<file path="src/hdl/adc_link_pkg.sv">
// shared constants for the differential converter serial link
package adc_link_pkg;
    // ----------------------------------------
    // result format
    // ----------------------------------------
    localparam int RES_BITS = 13;
    localparam logic [12:0] CODE_MOST_NEG = 13'h1000;
    localparam logic [12:0] CODE_MOST_POS = 13'h0FFF;
    localparam logic [12:0] CODE_FIRST_POS = 13'h0001;
    // ----------------------------------------
    // configuration word layout
    // ----------------------------------------
    localparam int CFG_BITS = 5;
    localparam int CFG_START_POS = 4;
    localparam int CFG_DIFF_POS = 3;
    localparam int CFG_CHAN_MSB = 2;
    localparam int CFG_CHAN_LSB = 0;
    // ----------------------------------------
    // frame timing, in serial clock half periods (sample) and periods (conversion)
    // ----------------------------------------
    localparam int ACQ_HALF_CLKS = 3;
    localparam int CONV_CLKS = 13;
    // ----------------------------------------
    // serial clock from the 200 MHz ref_clk
    // ----------------------------------------
    localparam int REF_CLK_KHZ = 200000;
    localparam int SCLK_MIN_KHZ = 105;
    localparam int SCLK_KHZ = 1000;
    localparam int HALF_PERIOD_CYC = REF_CLK_KHZ / (2 * SCLK_KHZ);
    localparam int SCLK_MAX_HALF_CYC = REF_CLK_KHZ / (2 * SCLK_MIN_KHZ);
endpackage

</file>
<file path="src/hdl/adc_link_if.sv">
// pins between the serial-bus master and the converter port
`timescale 1ns/1ps
interface adc_link_if;
    logic select_shutdown_n;
    logic sclk;
    logic sdi;
    logic sdo;
    logic sdo_oe;
    modport master (output select_shutdown_n, output sclk, output sdi, input sdo, input sdo_oe);
    modport converter (input select_shutdown_n, input sclk, input sdi, output sdo, output sdo_oe);
endinterface

</file>
<file path="src/hdl/adc_port.sv">
// converter end: config shift-in, sample, SAR conversion, result shift-out
//
// How it works
// select falling starts a session
// select high aborts, enters standby
// host raises select between conversions
// config bits taken on sclk rise
// result pin changes on sclk fall only
// host clocks start and advance conversion
// sample held for one and half clocks
// thirteen clocks, one bit each
// result spans all 8192 codes
// two's complement, 1000 to 0FFF
// out of range clamps, no wrap
// host picks pseudo-differential for bipolar
// one-sided use gives twelve-bit range
// sign bit shifted out first
// host keeps sclk at least 105 kHz
// config selects mode and channel; the port reads only the channel bits, the mode bit is ignored
`timescale 1ns/1ps
module adc_port
    import adc_link_pkg::*;
#(
    parameter int NCHAN = 8
) (
    // clock and reset
    input wire logic ref_clk,
    input wire logic rst_n,
    // link pins
    adc_link_if.converter link,
    // analog stand-in: signed difference per channel
    input wire logic signed [15:0] analog_channel_inputs [NCHAN],
    // status toward the user side
    output logic standby,
    output logic [CFG_BITS-1:0] cfg_seen,
    output logic [RES_BITS-1:0] last_code,
    output logic code_valid
);
    typedef enum {ST_STANDBY, ST_START, ST_CFG, ST_ACQ, ST_CONV, ST_DONE} port_state_t;
    port_state_t state_r;

    logic cs_lvl, cs_rise, cs_fall;
    logic ck_lvl, ck_rise, ck_fall;
    logic di_lvl;
    logic [2:0] cfg_cnt_r;
    logic [CFG_BITS-1:0] cfg_r;
    logic [2:0] acq_cnt_r;
    logic [3:0] bit_cnt_r;
    logic signed [15:0] held_r;
    logic [RES_BITS-1:0] code_r;
    logic sdo_r;
    logic sdo_oe_r;
    // decoded frame events, each used by more than one process
    logic deselect;
    logic acq_done;
    logic [RES_BITS-1:0] conv_code;

    // ----------------------------------------
    // pin synchronisers
    // ----------------------------------------
    // select idles high, so its stages reset high
    pin_sync #(.RST_VAL(1'b1)) u_cs (
        .ref_clk(ref_clk),
        .rst_n(rst_n),
        .pin(link.select_shutdown_n),
        .level(cs_lvl),
        .rise(cs_rise),
        .fall(cs_fall)
    );
    // serial clock idles low between frames
    pin_sync #(.RST_VAL(1'b0)) u_ck (
        .ref_clk(ref_clk),
        .rst_n(rst_n),
        .pin(link.sclk),
        .level(ck_lvl),
        .rise(ck_rise),
        .fall(ck_fall)
    );
    // config data only matters at clock rises, edges unused
    pin_sync #(.RST_VAL(1'b0)) u_di (
        .ref_clk(ref_clk),
        .rst_n(rst_n),
        .pin(link.sdi),
        .level(di_lvl),
        .rise(),
        .fall()
    );

    // saturating conversion of the held difference to a 13-bit code
    function automatic logic [RES_BITS-1:0] to_code(input logic signed [15:0] v);
        if (v > $signed({3'b000, CODE_MOST_POS})) begin
            to_code = CODE_MOST_POS;
        end else if (v < -16'sd4096) begin
            to_code = CODE_MOST_NEG;
        end else begin
            to_code = v[RES_BITS-1:0];
        end
    endfunction

    // ----------------------------------------
    // frame events
    // ----------------------------------------
    // a fall pulse comes while the level still reads high;
    // without this mask every select fall would be swallowed as a deselect
    assign deselect = cs_lvl && !cs_fall;
    // the fall that closes the one and a half clock sample window;
    // pin delay is a few ref_clk cycles, far below a half period
    assign acq_done = (state_r == ST_ACQ) && ck_fall && (acq_cnt_r == 3'(ACQ_HALF_CLKS - 1));
    // one saturated code feeds both the shifter and the status copy
    assign conv_code = to_code(held_r);

    // ----------------------------------------
    // session sequencing
    // ----------------------------------------
    // select high wins over every other event so a partial frame never lingers
    always_ff @(posedge ref_clk or negedge rst_n) begin
        if (!rst_n) begin
            state_r <= ST_STANDBY;
        end else if (deselect) begin
            state_r <= ST_STANDBY;
        end else begin
            case (state_r)
                ST_STANDBY: if (cs_fall) state_r <= ST_START;
                ST_START: if (ck_rise && di_lvl) state_r <= ST_CFG;
                ST_CFG: if (ck_rise && cfg_cnt_r == 3'(CFG_BITS - 2)) state_r <= ST_ACQ;
                ST_ACQ: if (acq_done) state_r <= ST_CONV;
                ST_CONV: if (ck_fall && bit_cnt_r == 4'(CONV_CLKS - 1)) state_r <= ST_DONE;
                ST_DONE: state_r <= ST_DONE;
                default: state_r <= ST_STANDBY;
            endcase
        end
    end

    // configuration shift-in on sclk rise; start bit then mode and channel
    always_ff @(posedge ref_clk or negedge rst_n) begin
        if (!rst_n) begin
            cfg_r <= '0;
            cfg_cnt_r <= '0;
        end else if (state_r == ST_START && ck_rise && di_lvl) begin
            cfg_r <= {{(CFG_BITS-1){1'b0}}, 1'b1};
            cfg_cnt_r <= '0;
        end else if (state_r == ST_CFG && ck_rise) begin
            cfg_r <= {cfg_r[CFG_BITS-2:0], di_lvl};
            cfg_cnt_r <= cfg_cnt_r + 3'd1;
        end
    end

    // sample window: counts three sclk half periods, tracking the input
    always_ff @(posedge ref_clk or negedge rst_n) begin
        if (!rst_n) begin
            acq_cnt_r <= '0;
            held_r <= '0;
        end else if (state_r != ST_ACQ) begin
            acq_cnt_r <= '0;
        end else begin
            if (ck_rise || ck_fall) begin
                acq_cnt_r <= acq_cnt_r + 3'd1;
            end
            // both modes read the one channel named by the channel bits; the mode bit is not used
            held_r <= analog_channel_inputs[cfg_r[CFG_CHAN_MSB:CFG_CHAN_LSB] % NCHAN];
        end
    end

    // successive approximation: one bit per falling edge, sign first
    always_ff @(posedge ref_clk or negedge rst_n) begin
        if (!rst_n) begin
            bit_cnt_r <= '0;
            code_r <= '0;
            sdo_r <= 1'b0;
            sdo_oe_r <= 1'b0;
        end else if (deselect) begin
            bit_cnt_r <= '0;
            sdo_r <= 1'b0; // released pin reads low, never a stale result bit
            sdo_oe_r <= 1'b0;
        end else if (acq_done) begin
            // pin turns on with a null bit; the sign follows one fall later
            code_r <= conv_code;
            sdo_r <= 1'b0;
            sdo_oe_r <= 1'b1;
            bit_cnt_r <= '0;
        end else if (state_r == ST_CONV && ck_fall) begin
            bit_cnt_r <= bit_cnt_r + 4'd1;
            code_r <= {code_r[RES_BITS-2:0], 1'b0};
            sdo_r <= code_r[RES_BITS-1];
        end
    end

    // user-side status
    always_ff @(posedge ref_clk or negedge rst_n) begin
        if (!rst_n) begin
            standby <= 1'b1;
            cfg_seen <= '0;
            last_code <= '0;
            code_valid <= 1'b0;
        end else begin
            standby <= (state_r == ST_STANDBY);
            code_valid <= 1'b0;
            // status copies the code at the window close, long before the host has it
            if (acq_done) begin
                cfg_seen <= cfg_r;
                last_code <= conv_code;
                code_valid <= 1'b1;
            end
        end
    end

    assign link.sdo = sdo_r;
    assign link.sdo_oe = sdo_oe_r;
    logic unused_ok;
    assign unused_ok = ck_lvl ^ cs_rise;
endmodule

</file>
<file path="src/hdl/pin_sync.sv">
// three-stage pin synchroniser with edge pulses
`timescale 1ns/1ps
module pin_sync #(
    parameter logic RST_VAL = 1'b0
) (
    // clock and reset
    input wire logic ref_clk,
    input wire logic rst_n,
    // pin and result
    input wire logic pin,
    output logic level,
    output logic rise,
    output logic fall
);
    logic s1_r;
    logic s2_r;
    logic s3_r;

    // first stage feeds only the second
    always_ff @(posedge ref_clk or negedge rst_n) begin
        if (!rst_n) begin
            // stages start at the pin's idle level, so no false edge follows reset
            s1_r <= RST_VAL;
            s2_r <= RST_VAL;
            s3_r <= RST_VAL;
        end else begin
            s1_r <= pin;
            s2_r <= s1_r;
            s3_r <= s2_r;
        end
    end

    // a change counts once stages two and three agree
    always_ff @(posedge ref_clk or negedge rst_n) begin
        if (!rst_n) begin
            level <= RST_VAL;
        end else if (s2_r == s3_r) begin
            level <= s3_r;
        end
    end

    assign rise = (s2_r == s3_r) && s3_r && !level;
    assign fall = (s2_r == s3_r) && !s3_r && level;
endmodule

</file>
<file path="src/flat_wrapper.sv">
// flat-port wrapper written by rule: the top's interface ports become plain ports
module adc_port_flat import adc_link_pkg::*;
#(
    parameter int NCHAN = 8
)
  (ref_clk, rst_n, analog_channel_inputs, standby, cfg_seen, last_code, code_valid, link_select_shutdown_n, link_sclk, link_sdi, link_sdo, link_sdo_oe);
  adc_link_if link_i ();
  input wire logic ref_clk;
  input wire logic rst_n;
  input wire logic signed [15:0] analog_channel_inputs[NCHAN];
  output logic standby;
  output logic [CFG_BITS-1:0] cfg_seen;
  output logic [RES_BITS-1:0] last_code;
  output logic code_valid;
  input wire logic [$bits(link_i.select_shutdown_n)-1:0] link_select_shutdown_n;
  input wire logic [$bits(link_i.sclk)-1:0] link_sclk;
  input wire logic [$bits(link_i.sdi)-1:0] link_sdi;
  output wire logic [$bits(link_i.sdo)-1:0] link_sdo;
  output wire logic [$bits(link_i.sdo_oe)-1:0] link_sdo_oe;
  assign link_i.select_shutdown_n = link_select_shutdown_n;
  assign link_i.sclk = link_sclk;
  assign link_i.sdi = link_sdi;
  assign link_sdo = link_i.sdo;
  assign link_sdo_oe = link_i.sdo_oe;
  adc_port #(.NCHAN(NCHAN)) u_core (.ref_clk(ref_clk), .rst_n(rst_n), .link(link_i), .analog_channel_inputs(analog_channel_inputs), .standby(standby), .cfg_seen(cfg_seen), .last_code(last_code), .code_valid(code_valid));
endmodule
</file>
<file path="config.mk">
export PLATFORM = sky130hd
export DESIGN_NAME = adc_port_flat
export DESIGN_NICKNAME = d
export VERILOG_FILES = /design/src/hdl/adc_link_pkg.sv /design/src/hdl/adc_link_if.sv /design/src/hdl/adc_port.sv /design/src/hdl/pin_sync.sv /design/src/flat_wrapper.sv
export SDC_FILE = /design/constraint.sdc
export NUM_CORES = 1
export LEC_CHECK = 0
export ABC_CLOCK_PERIOD_IN_PS = 1900
export BUFFER_PORTS_ARGS = -buffer_cell sky130_fd_sc_hd__buf_4
export CAP_MARGIN = 20
export CORE_ASPECT_RATIO = 0.9
export CORE_MARGIN = 10
export CORE_UTILIZATION = 50
export DETAILED_ROUTE_END_ITERATION = 12
export PLACE_DENSITY = 0.8
export SYNTH_ARGS = -nofsm -noshare
export SYNTH_HDL_FRONTEND = slang
export SYNTH_SLANG_ARGS = --single-unit
</file>
<file path="constraint.sdc">
create_clock -name ref_clk -period 1.9 [get_ports ref_clk]
set_input_delay 0.285 -clock ref_clk [delete_from_list [all_inputs] [get_ports ref_clk]]
set_output_delay 0.285 -clock ref_clk [all_outputs]
set_load 0.02 [all_outputs]
</file>
==> After elaboration in Yosys (flattened, before gate mapping) <==
Cells that the tools add are included.
{ "op_classes": {"n_addsub": 3, "n_mul": 0, "div": 0, "order_cmp": 3, "n_eq_ne": 21, "n_shift": 0, "n_mux": 29, "bitwise_logic": 2, "reduce_logical": 30} }
{ "op_table": {"columns": ["op", "n"], "rows": [
  ["32-bit 2-to-1 mux", 6],
  ["32-bit one-hot mux with 6 select lines", 1],
  ["32-bit by 3-bit equality test with 1-bit output, second input constant", 4],
  ["32-bit by 2-bit equality test with 1-bit output, second input constant", 3],
  ["32-bit zero test", 2],
  ["13-bit 2-to-1 mux", 4],
  ["16-bit binary-select mux with 3-bit select", 1],
  ["33-bit by 4-bit >= comparator with 1-bit output, second input constant", 1],
  ["3-bit inverter with 33-bit output", 1],
  ["32-bit by 1-bit equality test with 1-bit output, second input constant", 1],
  ["32-bit by 4-bit equality test with 1-bit output, second input constant", 1],
  ["16-bit 2-to-1 mux", 2],
  ["32-bit by 3-bit inequality test with 1-bit output, second input constant", 1],
  ["16-bit by 13-bit > comparator with 1-bit output, second input constant", 1],
  ["1-bit logical AND", 16],
  ["16-bit by 13-bit less-than comparator with 1-bit output, second input constant", 1],
  ["3-bit by 1-bit inequality test with 1-bit output, second input constant", 5],
  ["3-bit 2-to-1 mux", 4],
  ["4-bit 2-to-1 mux", 3],
  ["5-bit 2-to-1 mux", 2],
  ["2-bit nonzero test", 4],
  ["3-bit by 1-bit adder with 3-bit output, second input constant", 2],
  ["3-bit by 2-bit equality test with 1-bit output, second input constant", 2],
  ["1-bit 2-to-1 mux", 6],
  ["other kinds (9)", 14]
]} }
{ "word_totals": {"regBits": 110, "latch_bits": 0, "ramBits": 0, "mem_bits_ro": 0, "in_bits": 133, "out_inout_bits": 22, "wordCells": 113, "mem_count": 0} }

==> Longest topological paths before layout <==
Gate-level depths: netlist of the first run.
{ "logic_depth": {"depth_word": 8, "mapped_depth": 9, "depth_no_buf": 7} }

==> Hierarchy <==
From an unflattened synthesis of the first run, not the netlist that was laid out.
{ "unflattened": {"cells_unflattened": 384, "area_unflattened_um2": 4379.2} }
{ "by_module_without_submodules": {"columns": ["module", "instances", "cells_per_inst", "area_each_um2", "seq_area_each_um2"], "rows": [
  ["adc_port", 1, 351, 3893.7, 1727.9],
  ["pin_sync (u_core.u_ck ...)", 2, 11, 160.2, 100.1],
  ["pin_sync (u_core.u_cs)", 1, 11, 165.2, 105.1]
]} }

==> Least setup slack after synthesis of the first run <==
Ideal clock, no wire load.
{ "synth_path": {"path_type": "flip-flop to flip-flop", "from": "reg u_core.u_cs.s2_r", "to": "reg u_core.code_r[10]", "setup_time_ns": 0.111, "arrival_ns": 1.594, "t_required_ns": 1.789, "slack_ns": 0.195, "path_stages_with_launch": 7, "n_path_buf": 1, "period_less_slack_ns": 1.705, "cell_sequence": "dfstp_2 inv_1 ha_1 nor2b_1 clkbuf_1 nor2_1 a222oi_1"} }
{ "synth_via": {"elab_chain_cells": 7} }
{ "synth_rtl": {"columns": ["element", "line", "rtl"], "rows": [
  ["from (decl)", "pin_sync.sv:16", "logic s2_r;"],
  ["from (signal assigned)", "pin_sync.sv:28", "s2_r <= s1_r;"],
  ["1-bit equality test", "pin_sync.sv:43", "assign fall = (s2_r == s3_r) && !s3_r && level;"],
  ["1-bit logical AND (2 in series)", "pin_sync.sv:43", null],
  ["1-bit zero test", "adc_port.sv:105", "assign deselect = cs_lvl && !cs_fall;"],
  ["1-bit logical AND", "adc_port.sv:105", null],
  ["1-bit inverter (no line)", null, null],
  ["2-bit AND reduction (no line)", null, null],
  ["to (signal assigned)", "adc_port.sv:177", "code_r <= conv_code;"],
  ["to (signal assigned)", "adc_port.sv:183", "code_r <= {code_r[RES_BITS-2:0], 1'b0};"],
  ["to (decl)", "adc_port.sv:50", "logic [RES_BITS-1:0] code_r;"]
]} }
No other way between the ends.
A chain may end at the register's enable or synchronous reset.

==> Worst setup path in the final report of the first run <==
{ "layout_path": {"from": "reg u_core.u_ck.s2_r", "to": "reg u_core.code_r[8]"} }
{ "layout_via": {"elab_chain_cells": 7, "word_cells_on_any_way": 9, "cone_classes": "eq/ne: 1; mux: 1; reduce/logical: 7"} }
{ "layout_rtl": {"columns": ["element", "line", "rtl"], "rows": [
  ["from (decl)", "pin_sync.sv:16", null],
  ["from (signal assigned)", "pin_sync.sv:28", null],
  ["1-bit equality test *", "pin_sync.sv:43", null],
  ["1-bit logical AND * (2 in series)", "pin_sync.sv:43", null],
  ["1-bit logical AND * (2 in series)", "adc_port.sv:108", "assign acq_done = (state_r == ST_ACQ) && ck_fall && (acq_cnt_r == 3'(ACQ_HALF_CLKS - 1));"],
  ["named net u_core.acq_done", "adc_port.sv:55", "logic acq_done;"],
  ["2-bit nonzero test (no line)", null, null],
  ["2-bit AND reduction (no line)", null, null]
]} }
The timed path passes the listed nets; every way through them passes the cells marked *.

==> results of run 1 <==
[registers in the layout, indices dropped and copies added (netlist names), 3 cells and up]
| name | cells |
|---|---|
| u_core.bit_cnt_r | 4 |
| u_core.last_code | 13 |
| u_core.state_r | 3 |
| u_core.cfg_r | 5 |
| u_core.held_r | 16 |
| u_core.cfg_seen | 5 |
| u_core.acq_cnt_r | 3 |
| u_core.cfg_cnt_r | 3 |
| u_core.code_r | 13 |
[synth_stat cells (2+ instances only)]
library cell | count | area, um2
nand2_1 | 60 | 225.2
nor2_1 | 25 | 93.84
ha_1 | 9 | 112.6
dfstp_2 | 5 | 131.4
dfrtp_1 | 76 | 1902
inv_1 | 22 | 82.58
a222oi_1 | 11 | 110.1
nand4b_1 | 2 | 17.52
nor3_1 | 3 | 15.01
a21oi_1 | 6 | 30.03
o211ai_1 | 2 | 15.01
buf_6 | 3 | 33.78
nor2b_1 | 2 | 12.51
nand3_1 | 11 | 55.05
nand2b_1 | 2 | 12.51
mux2_2 | 2 | 22.52
mux2i_1 | 20 | 200.2
xnor2_1 | 4 | 35.03
o21ai_0 | 43 | 215.2
mux4_2 | 32 | 720.7
clkbuf_1 | 13 | 48.80
buf_4 | 4 | 30.03
buf_2 | 6 | 30.03
[repair_timing]
action | 4_1_cts | 5_1_grt
resized for setup | 1 | 5
hold buffers | 1 | 0
cloned | 0 | 0
buffers inserted | 0 | 0
endpoints found under the hold margin | 33 | 0
setup endpoints to repair | 11 | 16
[metal layers]
metal	vias up	wire (um)	global-route usage
met5	-	0	0
met4	0	214	0.06702
met3	18	1039	0.06462
met2	167	6426	0.3376
met1	1768	5137	0.2299
li1	1707	-	-
[final cells by class]
| type | instances | area (um2) |
|---|---|---|
| fill | 617 | 2561 |
| multi-input combinational | 253 | 2100 |
| sequential | 81 | 2034 |
| timing repair buffer | 178 | 1389 |
| tap | 119 | 148.9 |
| clock buffer | 9 | 123.9 |
| inverter | 23 | 91.34 |
| clock inverter | 7 | 80.08 |
[cells by family (layout without fill, tap and decap cells)]
| kind of cell | count (synthesis) | after routing |
|---|---|---|
| AND/OR/NAND/NOR | 115 | 115 |
| flip-flops | 81 | 81 |
| XOR/XNOR | 5 | 5 |
| AO/OA/AOI/OAI | 68 | 68 |
| adder cells (fa/ha/maj) | 10 | 10 |
| buffers and inverters | 50 | 217 |
| multiplexers | 55 | 55 |
[worst max-delay path, cell delays in order, from the launching register on]
cell and delay, ns:
dfrtp_1 0.40, inv_1 0.06, ha_1 0.17, nand4b_1 0.13, or2_4 0.31, clkinv_4 0.07
o21ai_4 0.05, buf_4 0.18, a222oi_1 0.28
[where the power goes]
| part | switching [mW] | total [mW] | internal, mW |
|---|---|---|---|
| Sequential | 0.216 | 2.20 | 1.98 |
| Combinational | 0.823 | 1.63 | 0.810 |
| Clock | 0.661 | 1.28 | 0.618 |
| Total | 1.70 | 5.11 | 3.41 |
[path summary, 6_finish.rpt]
kind / from / endpoint / depth (start not counted)
max: u_core.u_ck.s2_r / u_core.code_r[8] / 8
min: link_sdi / u_core.u_di.s1_r / 1
max reg2reg: u_core.u_ck.s2_r / u_core.code_r[8] / 8
min reg2reg: u_core.u_di.s1_r / u_core.u_di.s2_r / 0
max in group asynchronous: rst_n / u_core.held_r[5] / 3
min in group asynchronous: rst_n / u_core.u_di.s1_r / 2
==> key figures, run 1 <==
Synth
  – Ys flop type: dfrtp_1
  – Synth Net Count: 526
  – Post-synthesis sequential area ratio: 0.4675
  – #FFs+latches synth: 81
  – Library cells used by synthesis: 44
  – Yosys warnings: 0
  – Post-synthesis adder-cell area fraction: 0.02819
  – Post-Synth XOR/XNOR Area: 0.01007
  – Mapped Cells: 384
  – Post-synth EDFFs: 0
  – Avg Inst Size Synth: 11.33 um2
  – Synth Area in Compound Gates: 0.09896
  – Post-Synth Simple-Gate Area: 0.1203
  – Async S/R FF share, synth: 1.000
  – Mux contribution to synthesized area: 0.2204
  – Area of the mapped netlist: 4349 um2
  – Largest family of logic cells by synthesized area: multiplexers

Finish
  – Ant diodes: 0
  – Final core utilization: 0.6997
  – Layout area overhead: 37.20%
  – Fin area: 5967 um2
  – Commonest non-fill, non-tap cells in the layout: buf_4, dfrtp_1, nand2_1, o21ai_0, mux4_2
  – Commonest non-fill, non-tap cell in the layout: buf_4
  – Total Nets Final: 688
  – Share of post-route cells with drive strength above 1: 0.4428
  – Non-Filler Instances: 670

Floorplanning
  – Core area: 8528 um2
  – I/O Pins: 155
  – Initial Utilization: 0.5100
  – Die width: 118.3 um
  – FP Rows: 32
  – Height of the die: 108.5 um
  – Die ar.: 12830 um2

Routing
  – Drt pass-1 iters: 6
  – DR WL/cell: 19.13 um
  – Residual DRC count: 0
  – Vias per inst: 5.463
  – Post-DRT Antenna Nets: 0
  – WL final: 12820 um
  – Number of DRC markers in iteration 0: 314
  – Via Count: 3660

Timing
  – Count of final setup violators: 0
  – Final Max Slew Viols: 0
  – Worst Tran Pin Value: 0.5117 ns
  – Setup WS post-layout: 0.1227 ns
  – Fin Hold WS: 0.03345 ns
  – Final TNS setup: 0 ns
  – Clk_skew: 0.01164 ns
  – Min cycle time layout: 1.777 ns
  – RSZ-0062 raised after global routing: true
  – Post-route clock period utilization: 0.9354
  – Slew margin rel.: 0.6589
  – Hold violation total from the final report: 0
  – FMAX: 562.7 MHz

Place
  – # port buffers: 154
  – Placer Congestion: 0.8355
  – Post-Place Worst Slack: -0.1586 ns
  – Hpwl dp: 10220 um
  – Cell Area, Placed: 5732 um2
  – Placed Cells: 653

CTS
  – CTS root buf: clkbuf_8
  – CTS tree: built
  – Reg clk slew, reported paths: 0.08 ns
  – # clock sinks: 81
  – Clock Tree Buf Depth: 2
  – Latest clock arrival within the worst-skew pair: 0.36 ns
  – Total clock buffers created by CTS: 9
  – Max H-tree Level: 3

Setup path
  – Crit Path Max Fanout: 12
  – CP startpoint kind: flop
  – WP data required: 2.13 ns
  – Worst R2R Setup Slack: 0.12 ns
  – Setup crit end kind: flop
  – Crit path DAT: 2.01 ns
  – Crit Path Category: reg2reg

GRT
  – First-pass GRT wire length: 20410 um
  – Largest net degree at the start of global routing: 41
  – GRT overflow: 0
  – Gr usage total: 0.1969
  – Antenna violations before repair: 0
  – Vias in the first global route: 4029

Power
  – Total design power: 5.112 mW
  – Power Density: 856.8 nW/um2
  – Worst vdd ir: 0.4058 mV
  – LEAKAGE: 2.826 nW

Outcome
  – Status: finished, final reports clean

Min path
  – Hold WC Path Type: in2reg

Flow run
  – Max-Cap Viols: 0
No activity file was read; power rests on OpenSTA's default activity.
==> run 2, diff against run 1 <==
Settings changed: CTS_CLUSTER_DIAMETER from default to 100, GPL_TIMING_DRIVEN from default to 0, SETUP_SLACK_MARGIN from default to 0.05.
==> key figures, run 2 (synthesis gave the netlist of run 1 again) <==
Routing
  – DR WL/cell: 19.18 um (+0.27%)
  – Drt pass-1 iters: 5 (-1)
  – Post-DRT Antenna Nets: 0 (unchanged)
  – WL final: 13080 um (+2.1%)
  – Via Count: 3734 (+2.0%)
  – Number of DRC markers in iteration 0: 355 (+13%)
  – Vias per inst: 5.475 (+0.23%)
  – Residual DRC count: 0 (unchanged)

Place
  – Cell Area, Placed: 5654 um2 (-1.4%)
  – Placer Congestion: 0.8569 (+2.6%)
  – # port buffers: 154 (unchanged)
  – Hpwl dp: 10410 um (+1.8%)

GRT
  – Global-route track usage on met1: 0.2289 (-0.0009972)
  – Antenna violations before repair: 0 (unchanged)
  – GRT overflow: 0 (unchanged)
  – Met3 Usage GRT: 0.06722 (+0.002606)
  – Vias in the first global route: 4095 (+1.6%)
  – GRT met2 Usage: 0.3388 (+0.001197)
  – GR peak layer: met2
  – Largest net degree at the start of global routing: 82 (+100%)
  – First-pass GRT wire length: 20660 um (+1.2%)
  – Gr usage total: 0.1987 (+0.001770)

Setup path
  – CP Cell Sequence: inv_2, ha_2, nand4b_1, or2_1, buf_6, mux2_4, mux2_2
  – RR Endpoint: u_core.code_r[12]
  – Crit Path Max Fanout: 7 (-5)
  – CP max stage cell: dfrtp_1
  – FF-to-FF path depth: 7 (-1)
  – WP buf/inv: 2 (-1)
  – Largest stage delay on the critical path: 0.39 ns (about the same)
  – Crit path DAT: 2.07 ns (+0.06 ns)
  – Setup crit end kind: flop
  – CP startpoint kind: flop
  – WP data required: 2.13 ns (about the same)
  – Worst R2R Setup Slack: 0.06 ns (-0.06 ns)
  – CP delay by family, top: multiplexers
  – Crit Path Category: reg2reg
  – RR Startpoint: u_core.u_ck.s3_r

Power
  – LEAKAGE: 2.884 nW (+2.1%)
  – Worst vdd ir: 0.4960 mV (+22%)
  – Power Density: 881.8 nW/um2 (+2.9%)

Finish
  – Final core utilization: 0.7072 (+0.007483)
  – Max reg flops: 16 (unchanged)
  – Layout area overhead: 38.67%
  – Commonest non-fill, non-tap cell in the layout: buf_4
  – Layout fillers: 588 (-4.7%)
  – Area occupied by multi-input gates: 2101 um2 (about the same)
  – Total Nets Final: 701 (+1.9%)
  – Fin area: 6031 um2 (+1.1%)
  – Most flop-heavy register: u_core.held_r
  – Ant diodes: 0 (unchanged)
  – Biggest regs: u_core.held_r (16), u_core.code_r (13), u_core.last_code (13)
  – Commonest non-fill, non-tap cells in the layout: buf_4, dfrtp_1, nand2_1, o21ai_0, mux4_2
  – Register area: 2033 um2 (about the same)
  – Share of post-route cells with drive strength above 1: 0.4387 (-0.004110)

CTS
  – CTS root buf: clkbuf_8
  – Clock Tree Buf Depth: 2 (unchanged)
  – CTS tree: built
  – Latest clock arrival within the worst-skew pair: 0.35 ns (about the same)
  – Hold Buf Count CTS: 0 (-1)
  – Total clock buffers created by CTS: 9 (unchanged)
  – Max H-tree Level: 3 (unchanged)
  – Reg clk slew, reported paths: 0.08 ns (about the same)
  – # clock sinks: 81 (unchanged)

Timing
  – Final Max Slew Viols: 0 (unchanged)
  – Count of final setup violators: 0 (unchanged)
  – Hold violation total from the final report: 0 (unchanged)
  – RSZ-0062 raised after global routing: true
  – Final TNS setup: 0 ns (unchanged)
  – Slew margin rel.: 0.3481 (-0.3108)
  – Fin Hold WS: 0.03853 ns (+0.005088 ns)
  – Post-route clock period utilization: 0.9694 (+0.03395)
  – Min cycle time layout: 1.842 ns (+0.06451 ns)
  – Clk_skew: 0.01059 ns (-0.001054 ns)
  – Worst Tran Pin Value: 0.9779 ns (+0.4662 ns)
  – FMAX: 543.0 MHz (-3.5%)

Outcome
  – Status: finished, final reports clean

Flow run
  – Max-Cap Viols: 0 (unchanged)

Min path
  – Hold WC Path Type: in2reg
  – Worst Hold Depth: 1 (unchanged)
  – Hold Path End: u_core.u_di.s1_r
  – Hold Crit Start: link_sdi

Floorplanning
  – Core area: 8528 um2 (unchanged)
  – Initial Utilization: 0.5100 (unchanged)
  – FP Rows: 32 (unchanged)
  – Height of the die: 108.5 um (unchanged)
  – Die ar.: 12830 um2 (unchanged)
  – Die width: 118.3 um (unchanged)
  – I/O Pins: 155 (unchanged)
[run 2: worst max path at each step]
stage                          start                end  slack (ns)  depth (start not counted)
finish              u_core.u_ck.s3_r  u_core.code_r[12]        0.06                          7
global route        u_core.u_ck.s2_r   u_core.code_r[3]       -0.06                          9
CTS                 u_core.u_ck.s2_r   u_core.code_r[8]        0.02                          9
detailed placement  u_core.u_cs.s2_r   u_core.code_r[8]       -0.14                          6
global placement    u_core.u_cs.s2_r   u_core.code_r[9]       -0.10                          6
floorplan           u_core.u_cs.s2_r  u_core.code_r[10]        0.20                          6
[run 2: repair_timing]
action | 4_1_cts | 5_1_grt
gates resized for setup | 11 | 10
endpoints found under the setup margin | 29 | 28
setup buffers | 3 | 7
gates cloned | 0 | 1
pin swaps | 1 | 5
endpoints found under the hold margin | 0 | 0
[run 2: final cells by class]
class / count / share of cell area
clock buffer: 10 / 0.02282
clock inverter: 5 / 0.01722
timing repair buffer: 165 / 0.2050
sequential: 81 / 0.3371
buffer: 26 / 0.02842
inverter: 23 / 0.01639
multi-input combinational: 253 / 0.3483
tap: 119 / 0.02469
[run 2: routing by layer]
metal / routed length [um] / up-vias
met3: 1146 / 23
met5: 0 / -
li1: - / 1726
met4: 285 / 0
met2: 6606 / 170
met1: 5044 / 1815
[run 2: report_power, final]
part           internal, mW  total, mW  switching [mW]  leakage [nW]
Sequential             1.98       2.16           0.179          1.06
Clock                 0.902       1.51           0.604         0.122
Combinational         0.779       1.65           0.870          1.70
[run 2: worst reg2reg max path, stage by stage (launching register included)]
cell and delay, ns:
dfrtp_1 0.39, inv_2 0.06, ha_2 0.19, nand4b_1 0.13, or2_1 0.27, buf_6 0.15
mux2_4 0.29, mux2_2 0.26
[run 2: through the flow]
step	power, mW	worst slack (ns)	cells
2_1_floorplan	3.159	0.1954	384
3_3_place_gp	3.713	-0.1045	657
3_5_place_dp	3.788	-0.1394	657
5_1_grt	5.600	-0.06168	682
6_report	5.318	0.05821	682
4_1_cts	5.309	0.01677	675
